`config.mk`:
```
export PLATFORM = sky130hd
export DESIGN_NAME = tpgc_gate_host
export DESIGN_NICKNAME = d
export VERILOG_FILES = /design/src/rtl/tpgc_gate_host.v /design/src/rtl/tpgc_phase_leg.v
export VERILOG_INCLUDE_DIRS = /design/src /design/src/rtl
export SDC_FILE = /design/constraint.sdc
export NUM_CORES = 1
export LEC_CHECK = 0
export CAP_MARGIN = 0
export CORE_MARGIN = 2
export CORE_UTILIZATION = 55
export DETAILED_ROUTE_END_ITERATION = 8
export DONT_BUFFER_PORTS = 1
export GPL_ROUTABILITY_DRIVEN = 0
export HOLD_SLACK_MARGIN = 0.03
export PLACE_DENSITY = 0.69
export RECOVER_POWER = 25
export SYNTH_ARGS = -nofsm -noshare
export SYNTH_HDL_FRONTEND = slang
export SYNTH_SLANG_ARGS = --single-unit
```
`constraint.sdc`:
```
create_clock -name clock -period 5.5 [get_ports clock]
set_clock_uncertainty 0.15 [all_clocks]
set_input_delay 1.1 -clock clock [delete_from_list [all_inputs] [get_ports clock]]
set_output_delay 1.1 -clock clock [all_outputs]
set_load 0.02 [all_outputs]
```
`src/rtl/tpgc_host_map.vh`:
```
// Timing and field constants for the three-phase gate controller host
`ifndef TPGC_HOST_MAP_VH
`define TPGC_HOST_MAP_VH
`define TPGC_CLK_HZ          25000000
`define TPGC_DEAD_NS         1500
`define TPGC_MINPULSE_NS     500
`define TPGC_FAULT_RESP_NS   20000
`define TPGC_SHUTDOWN_NS     6000
`define TPGC_NS_PER_S        1000000000
`define TPGC_PHASES          3
`define TPGC_CNT_W           16
`define TPGC_PERIOD_RST      16'h04E2
`define TPGC_PERIOD_MIN      16'h04E2
`define TPGC_HZ_PER_KHZ      1000
`define TPGC_NSKHZ_PER_CYC   1000000
`define TPGC_LINE_CW         10
`define TPGC_LEG_CW          8
`define TPGC_SYNC_HIGH       2'h3
`define TPGC_SYNC_LOW        2'h0
`endif

```
`src/rtl/tpgc_gate_host.v`:
```
// Host controller driving a three-phase gate driver with PWM and fault handling
// Contract
// RQ1 - Device command inputs are active high, pulled down when undriven.
// RQ2 - Controller inserts at least 1.5 us dead time between leg switches.
// RQ3 - Each command level lasts 0.5 us minimum; carrier at most 20 kHz. A kill or disable can end a level after one cycle.
// RQ4 - Command outputs are always actively driven, never high impedance.
// RQ5 - Device forces high-side gates off while its shutdown input is high.
// RQ6 - Device ignores high-side shutdown pulses shorter than about 3.3 us.
// RQ7 - Device overcurrent flag is low normally, high during overcurrent protection.
// RQ8 - Board may tie overcurrent flag to the high-side shutdown input.
// RQ9 - Inverted fault line may drive shutdown input, turning all switches off.
// RQ10 - Device pulls fault line low on undervoltage, overcurrent or thermal trip.
// RQ11 - Fault line low holds all device low-side gates off.
// RQ12 - External low drive on fault line also shuts off low sides.
// RQ13 - Overcurrent trip holds fault line low about 25 us.
// RQ14 - On fault line low, controller drops all commands within 20 us.
// RQ15 - External shutdown drives fault line low at least 6 us.
// RQ16 - High-side gate latch sets on command rise, clears on fall.
// RQ17 - After overcurrent clears, high sides wait for next command rise.
// RQ18 - Overcurrent trip needs 2 us blanking before acting.
// RQ19 - Device senses the wired fault line level itself.
// RQ20 - Device durations are clock counters derived from frequency; the model uses fixed counts of 50, 625 and 83 cycles.
`timescale 1ns/10ps
`default_nettype none
`include "tpgc_host_map.vh"
module tpgc_gate_host #(
    parameter CLK_HZ = `TPGC_CLK_HZ,
    parameter CW     = `TPGC_CNT_W
) (
    // Clock and reset
    input  wire          clock,
    input  wire          rst,
    // User orders
    input  wire          runEnable,
    input  wire [CW-1:0] pwmPeriod,
    input  wire [CW-1:0] dutyU,
    input  wire [CW-1:0] dutyV,
    input  wire [CW-1:0] dutyW,
    input  wire          shutdownReq,
    input  wire          faultClear,
    // User status
    output reg           faultLatched,
    output reg           overcurrentSeen,
    output wire          shutdownBusy,
    // Device command pins
    output wire [2:0]    highSideCmd,
    output wire [2:0]    lowSideCmd,
    // Device protection pins
    input  wire          overcurrentFlagOut,
    input  wire          faultLineIn,
    output wire          faultLineOut,
    output wire          faultLineOeN
);
    // Whole clock cycles that cover a time in ns; rounding up keeps every minimum
    function integer nsToCyc;
        input integer ns;
        input integer hz;
        begin
            nsToCyc = (ns * (hz / `TPGC_HZ_PER_KHZ) + `TPGC_NSKHZ_PER_CYC - 1)
                      / `TPGC_NSKHZ_PER_CYC;
        end
    endfunction

    // Cycle counts derived from times and clock rate
    localparam DEAD_CYC = nsToCyc(`TPGC_DEAD_NS, CLK_HZ);
    localparam MINP_CYC = nsToCyc(`TPGC_MINPULSE_NS, CLK_HZ);
    localparam SHDN_CYC = nsToCyc(`TPGC_SHUTDOWN_NS, CLK_HZ);
    localparam LW       = `TPGC_LINE_CW;

    ////////////////////////////////////////////////////////////////////////////
    // Input synchronisers
    reg [1:0] faultSync_reg;
    reg [1:0] ocSync_reg;
    always @(posedge clock) begin
        if (rst) begin
            faultSync_reg <= `TPGC_SYNC_HIGH; // Idle line level, so no false fault
            ocSync_reg    <= `TPGC_SYNC_LOW;
        end else begin
            faultSync_reg <= {faultSync_reg[0], faultLineIn};
            ocSync_reg    <= {ocSync_reg[0], overcurrentFlagOut};
        end
    end
    wire faultLow = !faultSync_reg[1];
    wire ocHigh   = ocSync_reg[1];

    ////////////////////////////////////////////////////////////////////////////
    // Fault latch: set wins over clear; device may also signal overcurrent
    always @(posedge clock) begin
        if (rst) begin
            faultLatched    <= 1'b0;
            overcurrentSeen <= 1'b0;
        end else begin
            if (faultLow)
                faultLatched <= 1'b1; // RQ14
            else if (faultClear)
                faultLatched <= 1'b0;
            if (ocHigh)
                overcurrentSeen <= 1'b1; // RQ7
            else if (faultClear)
                overcurrentSeen <= 1'b0;
        end
    end

    ////////////////////////////////////////////////////////////////////////////
    // External shutdown pulse on the open-drain fault line
    reg [LW-1:0] shdnCnt_reg;
    reg          shdnDrive_reg;
    always @(posedge clock) begin
        if (rst) begin
            shdnCnt_reg   <= {LW{1'b0}};
            shdnDrive_reg <= 1'b0;
        end else if (shutdownReq) begin
            shdnDrive_reg <= 1'b1;
            shdnCnt_reg   <= SHDN_CYC[LW-1:0]; // RQ15
        end else if (shdnCnt_reg != {LW{1'b0}}) begin
            shdnCnt_reg <= shdnCnt_reg - {{(LW-1){1'b0}}, 1'b1};
        end else begin
            shdnDrive_reg <= 1'b0;
        end
    end
    assign faultLineOut = 1'b0;
    assign faultLineOeN = !shdnDrive_reg; // RQ12
    assign shutdownBusy = shdnDrive_reg;

    ////////////////////////////////////////////////////////////////////////////
    // PWM carrier; period floored so the carrier never exceeds 20 kHz
    reg  [CW-1:0] carrier_reg;
    wire [CW-1:0] periodUse = (pwmPeriod < `TPGC_PERIOD_MIN) ? `TPGC_PERIOD_MIN : pwmPeriod; // RQ3
    always @(posedge clock) begin
        if (rst)
            carrier_reg <= {CW{1'b0}};
        else if (carrier_reg >= periodUse - {{(CW-1){1'b0}}, 1'b1})
            carrier_reg <= {CW{1'b0}};
        else
            carrier_reg <= carrier_reg + {{(CW-1){1'b0}}, 1'b1};
    end

    // Compare duty to carrier
    function cmpDuty;
        input [CW-1:0] duty;
        input [CW-1:0] cnt;
        begin
            cmpDuty = (cnt < duty);
        end
    endfunction

    // Legs are killed on any fault or on our own shutdown; also a stop latch
    wire   kill   = faultLow || faultLatched || shdnDrive_reg || ocHigh; // RQ14 RQ8 RQ9
    wire   legEn  = runEnable && !faultLatched;
    wire [2:0] wantHi = {cmpDuty(dutyW, carrier_reg),
                         cmpDuty(dutyV, carrier_reg),
                         cmpDuty(dutyU, carrier_reg)};

    ////////////////////////////////////////////////////////////////////////////
    // Three phase legs; outputs always driven from flip-flops
    genvar ph;
    generate
        for (ph = 0; ph < `TPGC_PHASES; ph = ph + 1) begin : gLeg
            tpgc_phase_leg #(
                .DEAD_CYC (DEAD_CYC),
                .MINP_CYC (MINP_CYC),
                .CW       (`TPGC_LEG_CW)
            ) uLeg (
                .clock       (clock),
                .rst         (rst),
                .wantHigh    (wantHi[ph]),
                .enable      (legEn),
                .kill        (kill),
                .highSideCmd (highSideCmd[ph]), // RQ4
                .lowSideCmd  (lowSideCmd[ph])   // RQ4
            );
        end
    endgenerate
endmodule
`default_nettype wire

```
`src/rtl/tpgc_phase_leg.v`:
```
// One phase leg: complementary commands with dead time and minimum pulse width
`timescale 1ns/10ps
`default_nettype none
`include "tpgc_host_map.vh"
module tpgc_phase_leg #(
    parameter DEAD_CYC = 38,
    parameter MINP_CYC = 13,
    parameter CW       = 8
) (
    // Clock and reset
    input  wire clock,
    input  wire rst,
    // Demand
    input  wire wantHigh,
    input  wire enable,
    input  wire kill,
    // Commands to the device
    output reg  highSideCmd,
    output reg  lowSideCmd
);
    localparam ST_OFF  = 4'h1;
    localparam ST_HIGH = 4'h2;
    localparam ST_LOW  = 4'h4;
    localparam ST_DEAD = 4'h8;

    reg [3:0]    state_reg;
    reg [CW-1:0] cnt_reg;
    reg          target_reg;

    wire held = (cnt_reg == {CW{1'b0}});
    wire want = enable ? wantHigh : 1'b0;

    // Leg sequencer; a kill drops both commands at once, which is always safe
    always @(posedge clock) begin
        if (rst) begin
            state_reg   <= ST_OFF;
            cnt_reg     <= {CW{1'b0}};
            target_reg  <= 1'b0;
            highSideCmd <= 1'b0;
            lowSideCmd  <= 1'b0;
        end else begin
            if (!held)
                cnt_reg <= cnt_reg - {{(CW-1){1'b0}}, 1'b1};
            case (state_reg)
                ST_OFF: begin
                    if (!kill && enable && held) begin
                        state_reg  <= ST_DEAD; // RQ2
                        target_reg <= want;
                        cnt_reg    <= DEAD_CYC[CW-1:0];
                    end
                end
                ST_HIGH, ST_LOW: begin
                    if (kill || !enable) begin
                        highSideCmd <= 1'b0; // RQ14
                        lowSideCmd  <= 1'b0;
                        state_reg   <= ST_OFF;
                        cnt_reg     <= DEAD_CYC[CW-1:0]; // RQ2
                    end else if (held && (want != highSideCmd)) begin
                        highSideCmd <= 1'b0; // RQ3
                        lowSideCmd  <= 1'b0;
                        target_reg  <= want;
                        state_reg   <= ST_DEAD;
                        cnt_reg     <= DEAD_CYC[CW-1:0]; // RQ2
                    end
                end
                ST_DEAD: begin
                    if (kill || !enable) begin
                        state_reg <= ST_OFF;
                    end else if (held) begin
                        highSideCmd <= target_reg;
                        lowSideCmd  <= !target_reg;
                        state_reg   <= target_reg ? ST_HIGH : ST_LOW;
                        cnt_reg     <= MINP_CYC[CW-1:0]; // RQ3
                    end
                end
                default: begin
                    state_reg   <= ST_OFF;
                    highSideCmd <= 1'b0;
                    lowSideCmd  <= 1'b0;
                end
            endcase
        end
    end
endmodule
`default_nettype wire

```
Word-level counts from Yosys, hierarchy flattened
Index checks and enable logic that the tools add are counted.

storage, ports and cells
  bits of input ports = 71
  word-level logic and storage cells = 207
  register bits = 78

cells by class
  order comparisons = 5
  reduce and logical (&&, ||, !) cells = 43
  bitwise gates (word level) = 3
  mux-type cells = 89
  $add $sub $neg = 6
  equality and inequality tests = 38

operators with widths
  kind                                                                     number
  8-bit two-way mux                                                        20
  8-bit case mux with 3 select lines                                       3
  4-bit two-way mux                                                        15
  16-bit < comparator                                                      3
  4-bit case mux with 3 select lines                                       3
  1-bit two-way mux                                                        35
  8-bit zero test                                                          3
  4-bit AND reduction                                                      6
  8-bit by 1-bit subtractor with 8-bit output (second input constant)      3
  2-bit by 1-bit != test with 1-bit output (second input constant)         9
  1-bit case mux with 3 select lines                                       6
  16-bit by 1-bit adder with 16-bit output (second input constant)         1
  16-bit >= comparator                                                     1
  16-bit by 11-bit < comparator with 1-bit output (second input constant)  1
  16-bit two-way mux                                                       1
  2-bit != test (second input constant)                                    8
  16-bit by 1-bit subtractor with 16-bit output (second input constant)    1
  4-bit by 1-bit == test with 1-bit output (second input constant)         3
  4-bit by 2-bit == test with 1-bit output (second input constant)         3
  4-bit by 3-bit == test with 1-bit output (second input constant)         3
  4-bit == test (second input constant)                                    3
  3-bit by 2-bit != test with 1-bit output (second input constant)         4
  10-bit nonzero test                                                      1
  2-bit nonzero test                                                       5
  11 further kinds                                                         43

Depth between registers and ports, before layout
  word-level depth = 9
  gate-level depth with buffers = 20

By module
From an unflattened synthesis, not the netlist that was laid out.

second synthesis, totals
  cells, all modules = 785
  area total of the unflattened synthesis = 6254.7 um2

by module, submodules not included
  module                              instances  sequential area each (um2)  area an instance (um2)  cells each
  tpgc_gate_host                      1          660.6                       3166.8                  402
  tpgc_phase_leg at gLeg[1].uLeg ...  2          300.3                       1034.7                  129
  tpgc_phase_leg at gLeg[0].uLeg      1          300.3                       1018.5                  125

Worst setup path before layout
No wires, ideal clock.

  path type = input-to-reg
  from = in pwmPeriod[4]
  to = reg carrier_reg[10]
  arrival = 4.588 ns
  stages on the path = 19
  slack = 0.634 ns
  cell sequence = or3_1 o2111a_1 o31ai_1 nand2_1 nand2_1 ha_1 nand2_1 or2_2 nor4_1 nand2_1 xnor2_1 ha_1 a21o_1 a21oi_1 o2111ai_1 nand4_1 o21ai_1 clkbuf_1 nor2_1

on the way
  cells in the longest elaborated chain, start to end = 5

RTL lines
  item                                                       RTL line              RTL
  from (decl)                                                tpgc_gate_host.v:35   input wire [CW-1:0] pwmPeriod,
  16-bit by 11-bit < comparator with 1-bit output (no line)  -
  16-bit two-way mux (*)                                     tpgc_gate_host.v:128  wire [CW-1:0] periodUse = (pwmPeriod < `TPGC_PERIOD_MIN) ? `TPGC_PERIOD_MIN : pwmPeriod;
  16-bit by 1-bit subtractor with 16-bit output (*)          tpgc_gate_host.v:132  else if (carrier_reg >= periodUse - {{(CW-1){1'b0}}, 1'b1})
  16-bit >= comparator (*)                                   tpgc_gate_host.v:132
  2-bit OR reduction (no line) (*)                           -
  to (signal assigned)                                       tpgc_gate_host.v:131  carrier_reg <= {CW{1'b0}};
  to (signal assigned)                                       tpgc_gate_host.v:133  carrier_reg <= {CW{1'b0}};
  to (signal assigned)                                       tpgc_gate_host.v:135  carrier_reg <= carrier_reg + {{(CW-1){1'b0}}, 1'b1};
  to (decl)                                                  tpgc_gate_host.v:127  reg [CW-1:0] carrier_reg;

Every way passes the cells marked *; elsewhere a longest branch is shown, timed or not.
A chain may end at the register's enable or synchronous reset.

Worst setup path in the final report
  from = in pwmPeriod[4]
  to = reg carrier_reg[12]

The elaborated chain is that of the path after synthesis.

==> impl_metrics.toml <==
[clock_network]
clk_pin_slew_ns = 0.08
htreeDepth = 3
cts_resized = 0
clock-sinks = 78
cts_root_buffer = "clkbuf_8"
cts_tree = "yes"
clkLatencyLatePin_ns = 0.36
post_cts_buffers = 0
cts_made_buffers = 9
cts_buffer_depth = 2
hold_buffers = 0

[finish]
n_antenna_cell = 0
layout_common_cells = "nor2_1, dfxtp_1, ha_1"
drive_above_1_share_pct = 5.48
multi_input_area_sq_mm = 0.00378
area_growth_pct = 5.83
seq_area_sq_mm = 0.00156
post-route-util_pct = 59.3
fillerInstances = 937
design_area_sq_mm = 0.00604
layout_commonest_cell = "nor2_1"
largest_reg_flops = 24
nets = 869

[power_and_ir_drop]
ir_worst_vdd_mv = 0.167
p_leak_nw = 2.72
power_density_mw_per_mm2 = 340

[logic_synthesis]
post_synth_num_cell_types = 67
synth_compound_area_share_pct = 16.7
yosys.area_share.simple_pct = 25.1
synthCells = 730
yosysSeqAreaShare_pct = 27.3
synth_ff_type = "dfxtp_1"
synth.avg_cell_area_sq_um = 7.82
ys_ff_latch = 78
synth_edf_count = 0
synth_top_family_by_area = "simple AND/OR/NAND/NOR gates"
async_flop_share_pct = 0
syn-num-nets = 874
yosysWarnings = 0
muxShareOfSynthArea_pct = 0.351
synthAdderAreaFrac_pct = 16.0
netlist_area_sq_mm = 0.00571
synth_xor_area_share_pct = 7.98

[route]
vias_per_cell = 5.74
drt-wirelength-per-cell_microns = 14.7
dr_total_vias = 4972
ant_nets = 0
first_pass_iters = 4
initialDrtViolationCount = 225
routed_wl_mm = 12.7
post-route-drc-count = 0

[sta]
max_slew_margin_pct = 25.8
hold_viol = 0
holdWs_ns = 0.270
slew_viol_final = 0
setup_viol = 0
fin_crit_ns = 4.97
tightest_slew_ns = 1.10
setup_ws_ns = 0.531
fin_crit_sh_pct = 90.3
max_freq_mhz = 201
rsz0062_at_grt = "no"
setup_tns_ns = 0

[critical_path]
worst_ep_required_time_ns = 5.55
end_kind = "register"
worst_ep_arrival_time_ns = 5.01
rr_startpoint = "carrier_reg[13]$_SDFF_PP0_"
path_max_fanout = 16
r2r_end = "gLeg[2].uLeg.state_reg[3]$_SDFFE_PP0P_"
crit_path_frequent_cell = "nand2_1"
reg2reg_slack_ns = 2.28
crit_type = "input port to register"
crit_path_max_incr_delay_ns = 0.82
reg2reg_depth = 8
slowest_stage = "o21ai_1"
start_kind = "input port"
path_cells = "or3_1, o2111a_1, o31ai_1, nand2_1, nand2_1, ha_1, nand2_1, or2_2, nor4_1, nand2_1, xnor2_1, ha_1, a21o_1, a21oi_1, o2111ai_1, nand4_1, o21ai_1, nor2_1"

[global_route]
grt_first_pass_wirelength_mm = 21.6
grt_pass1_vias = 4797
antenna_found_initial = 0
grtUsageTotal_pct = 23.6
grt_max_degree = 58
grt_remaining_overflow = 0

[floorplanning]
die_area_sq_mm = 0.0112
initial_core_util_pct = 56.1
io_pins = 82
die_h_microns = 106
core_sq_mm = 0.0102
die_w_microns = 106
rows = 37

[outcome]
outcome = "finished clean"

[run]
drv_cap = 0

[place]
dp_slack_ns = 0.172
dpl.hpwl_mm = 9.84
port_buffers = 0
place_area_sq_mm = 0.00580

[hold_path]
holdCritPathClass = "register to register"
hold_end = "faultSync_reg[1]$_SDFF_PP1_"
hold_path_depth = 1
min_from = "faultSync_reg[0]$_SDFF_PP1_"
==> final cells by class <==
class / count / area share [%]
Timing Repair Buffer: 4 / 0.435
Inverter: 69 / 4.37
Clock buffer: 9 / 2.05
Clock inverter: 7 / 2.01
Tap cell: 136 / 2.82
Multi-Input combinational cell: 563 / 62.5
Sequential cell: 78 / 25.8
==> Yosys cell counts, types with 3 or more instances <==
library cell	instances	area share, %
nor2_1	97	6.4
dfxtp_1	78	27
ha_1	73	16
nand2_1	70	4.6
inv_1	66	4.3
a21oi_1	53	4.6
xor2_1	29	4.4
nor3_1	24	2.1
xnor2_1	23	3.5
o21ai_0	22	1.9
a21o_1	11	1.4
clkbuf_1	10	0.66
nand4_1	10	1.1
or3_1	10	1.1
nand3_1	9	0.79
nand3b_1	9	1.2
a211oi_1	8	1.1
a31oi_1	7	0.77
buf_4	7	0.92
nand2b_1	7	0.77
nor2b_1	7	0.77
nor4b_1	7	1.1
or2_2	7	0.77
o31ai_1	5	0.66
a2111oi_0	4	0.61
a221oi_1	4	0.61
and2_1	4	0.44
and3_1	4	0.44
nor4_1	4	0.44
o2111ai_1	4	0.61
o211ai_1	4	0.53
o22ai_1	4	0.44
or4_1	4	0.53
nor4b_2	3	0.79
==> per-layer routing <==
metal  GRT usage, %  up-vias  wire (microns)
met1           29.1     2298            5720
met4           6.67        0             223
met3           4.48       16             518
met2           41.8      108            6260
met5              0        -               0
li1               -     2550               -
==> critical path: cells and delay by family <==
family	cells	cell delay, ns
simple gates	9	1.64
compound gates	6	1.60
fa+ha+maj	2	0.52
xor+xnor	1	0.14
==> through the flow <==
step | power [mW] | std cells
after detailed placement | 1.53 | 850
after floorplan | 1.40 | 730
after CTS | 2.07 | 866
after global placement | 1.51 | 850
final | 2.05 | 866
after global routing | 2.22 | 866
==> how the worst max path moves through the flow <==
stage / from / to / slack, ns / cells past startpoint
global placement: pwmPeriod[4] / carrier_reg[15]$_SDFF_PP0_ / 0.32 / 18
global route: pwmPeriod[4] / carrier_reg[6]$_SDFF_PP0_ / 0.10 / 18
floorplan: pwmPeriod[4] / carrier_reg[10]$_SDFF_PP0_ / 0.63 / 19
detailed placement: pwmPeriod[4] / carrier_reg[3]$_SDFF_PP0_ / 0.17 / 18
finish: pwmPeriod[4] / carrier_reg[12]$_SDFF_PP0_ / 0.53 / 18
CTS: pwmPeriod[4] / carrier_reg[12]$_SDFF_PP0_ / 0.55 / 18
==> kinds of logic after synthesis <==
group | after synthesis
fa+ha+maj | 73
other cells | 1
mux | 2
flops | 78
buf+inv | 89
xor+xnor | 52
simple gates | 287
compound gates | 148
==> where the power goes <==
part	switching [mW]	internal (mW)
combinational	0.436	0.340
sequential	0.0910	0.658
clock	0.224	0.304
total	0.751	1.30
Note: power is estimated with default switching activity, not from simulation.
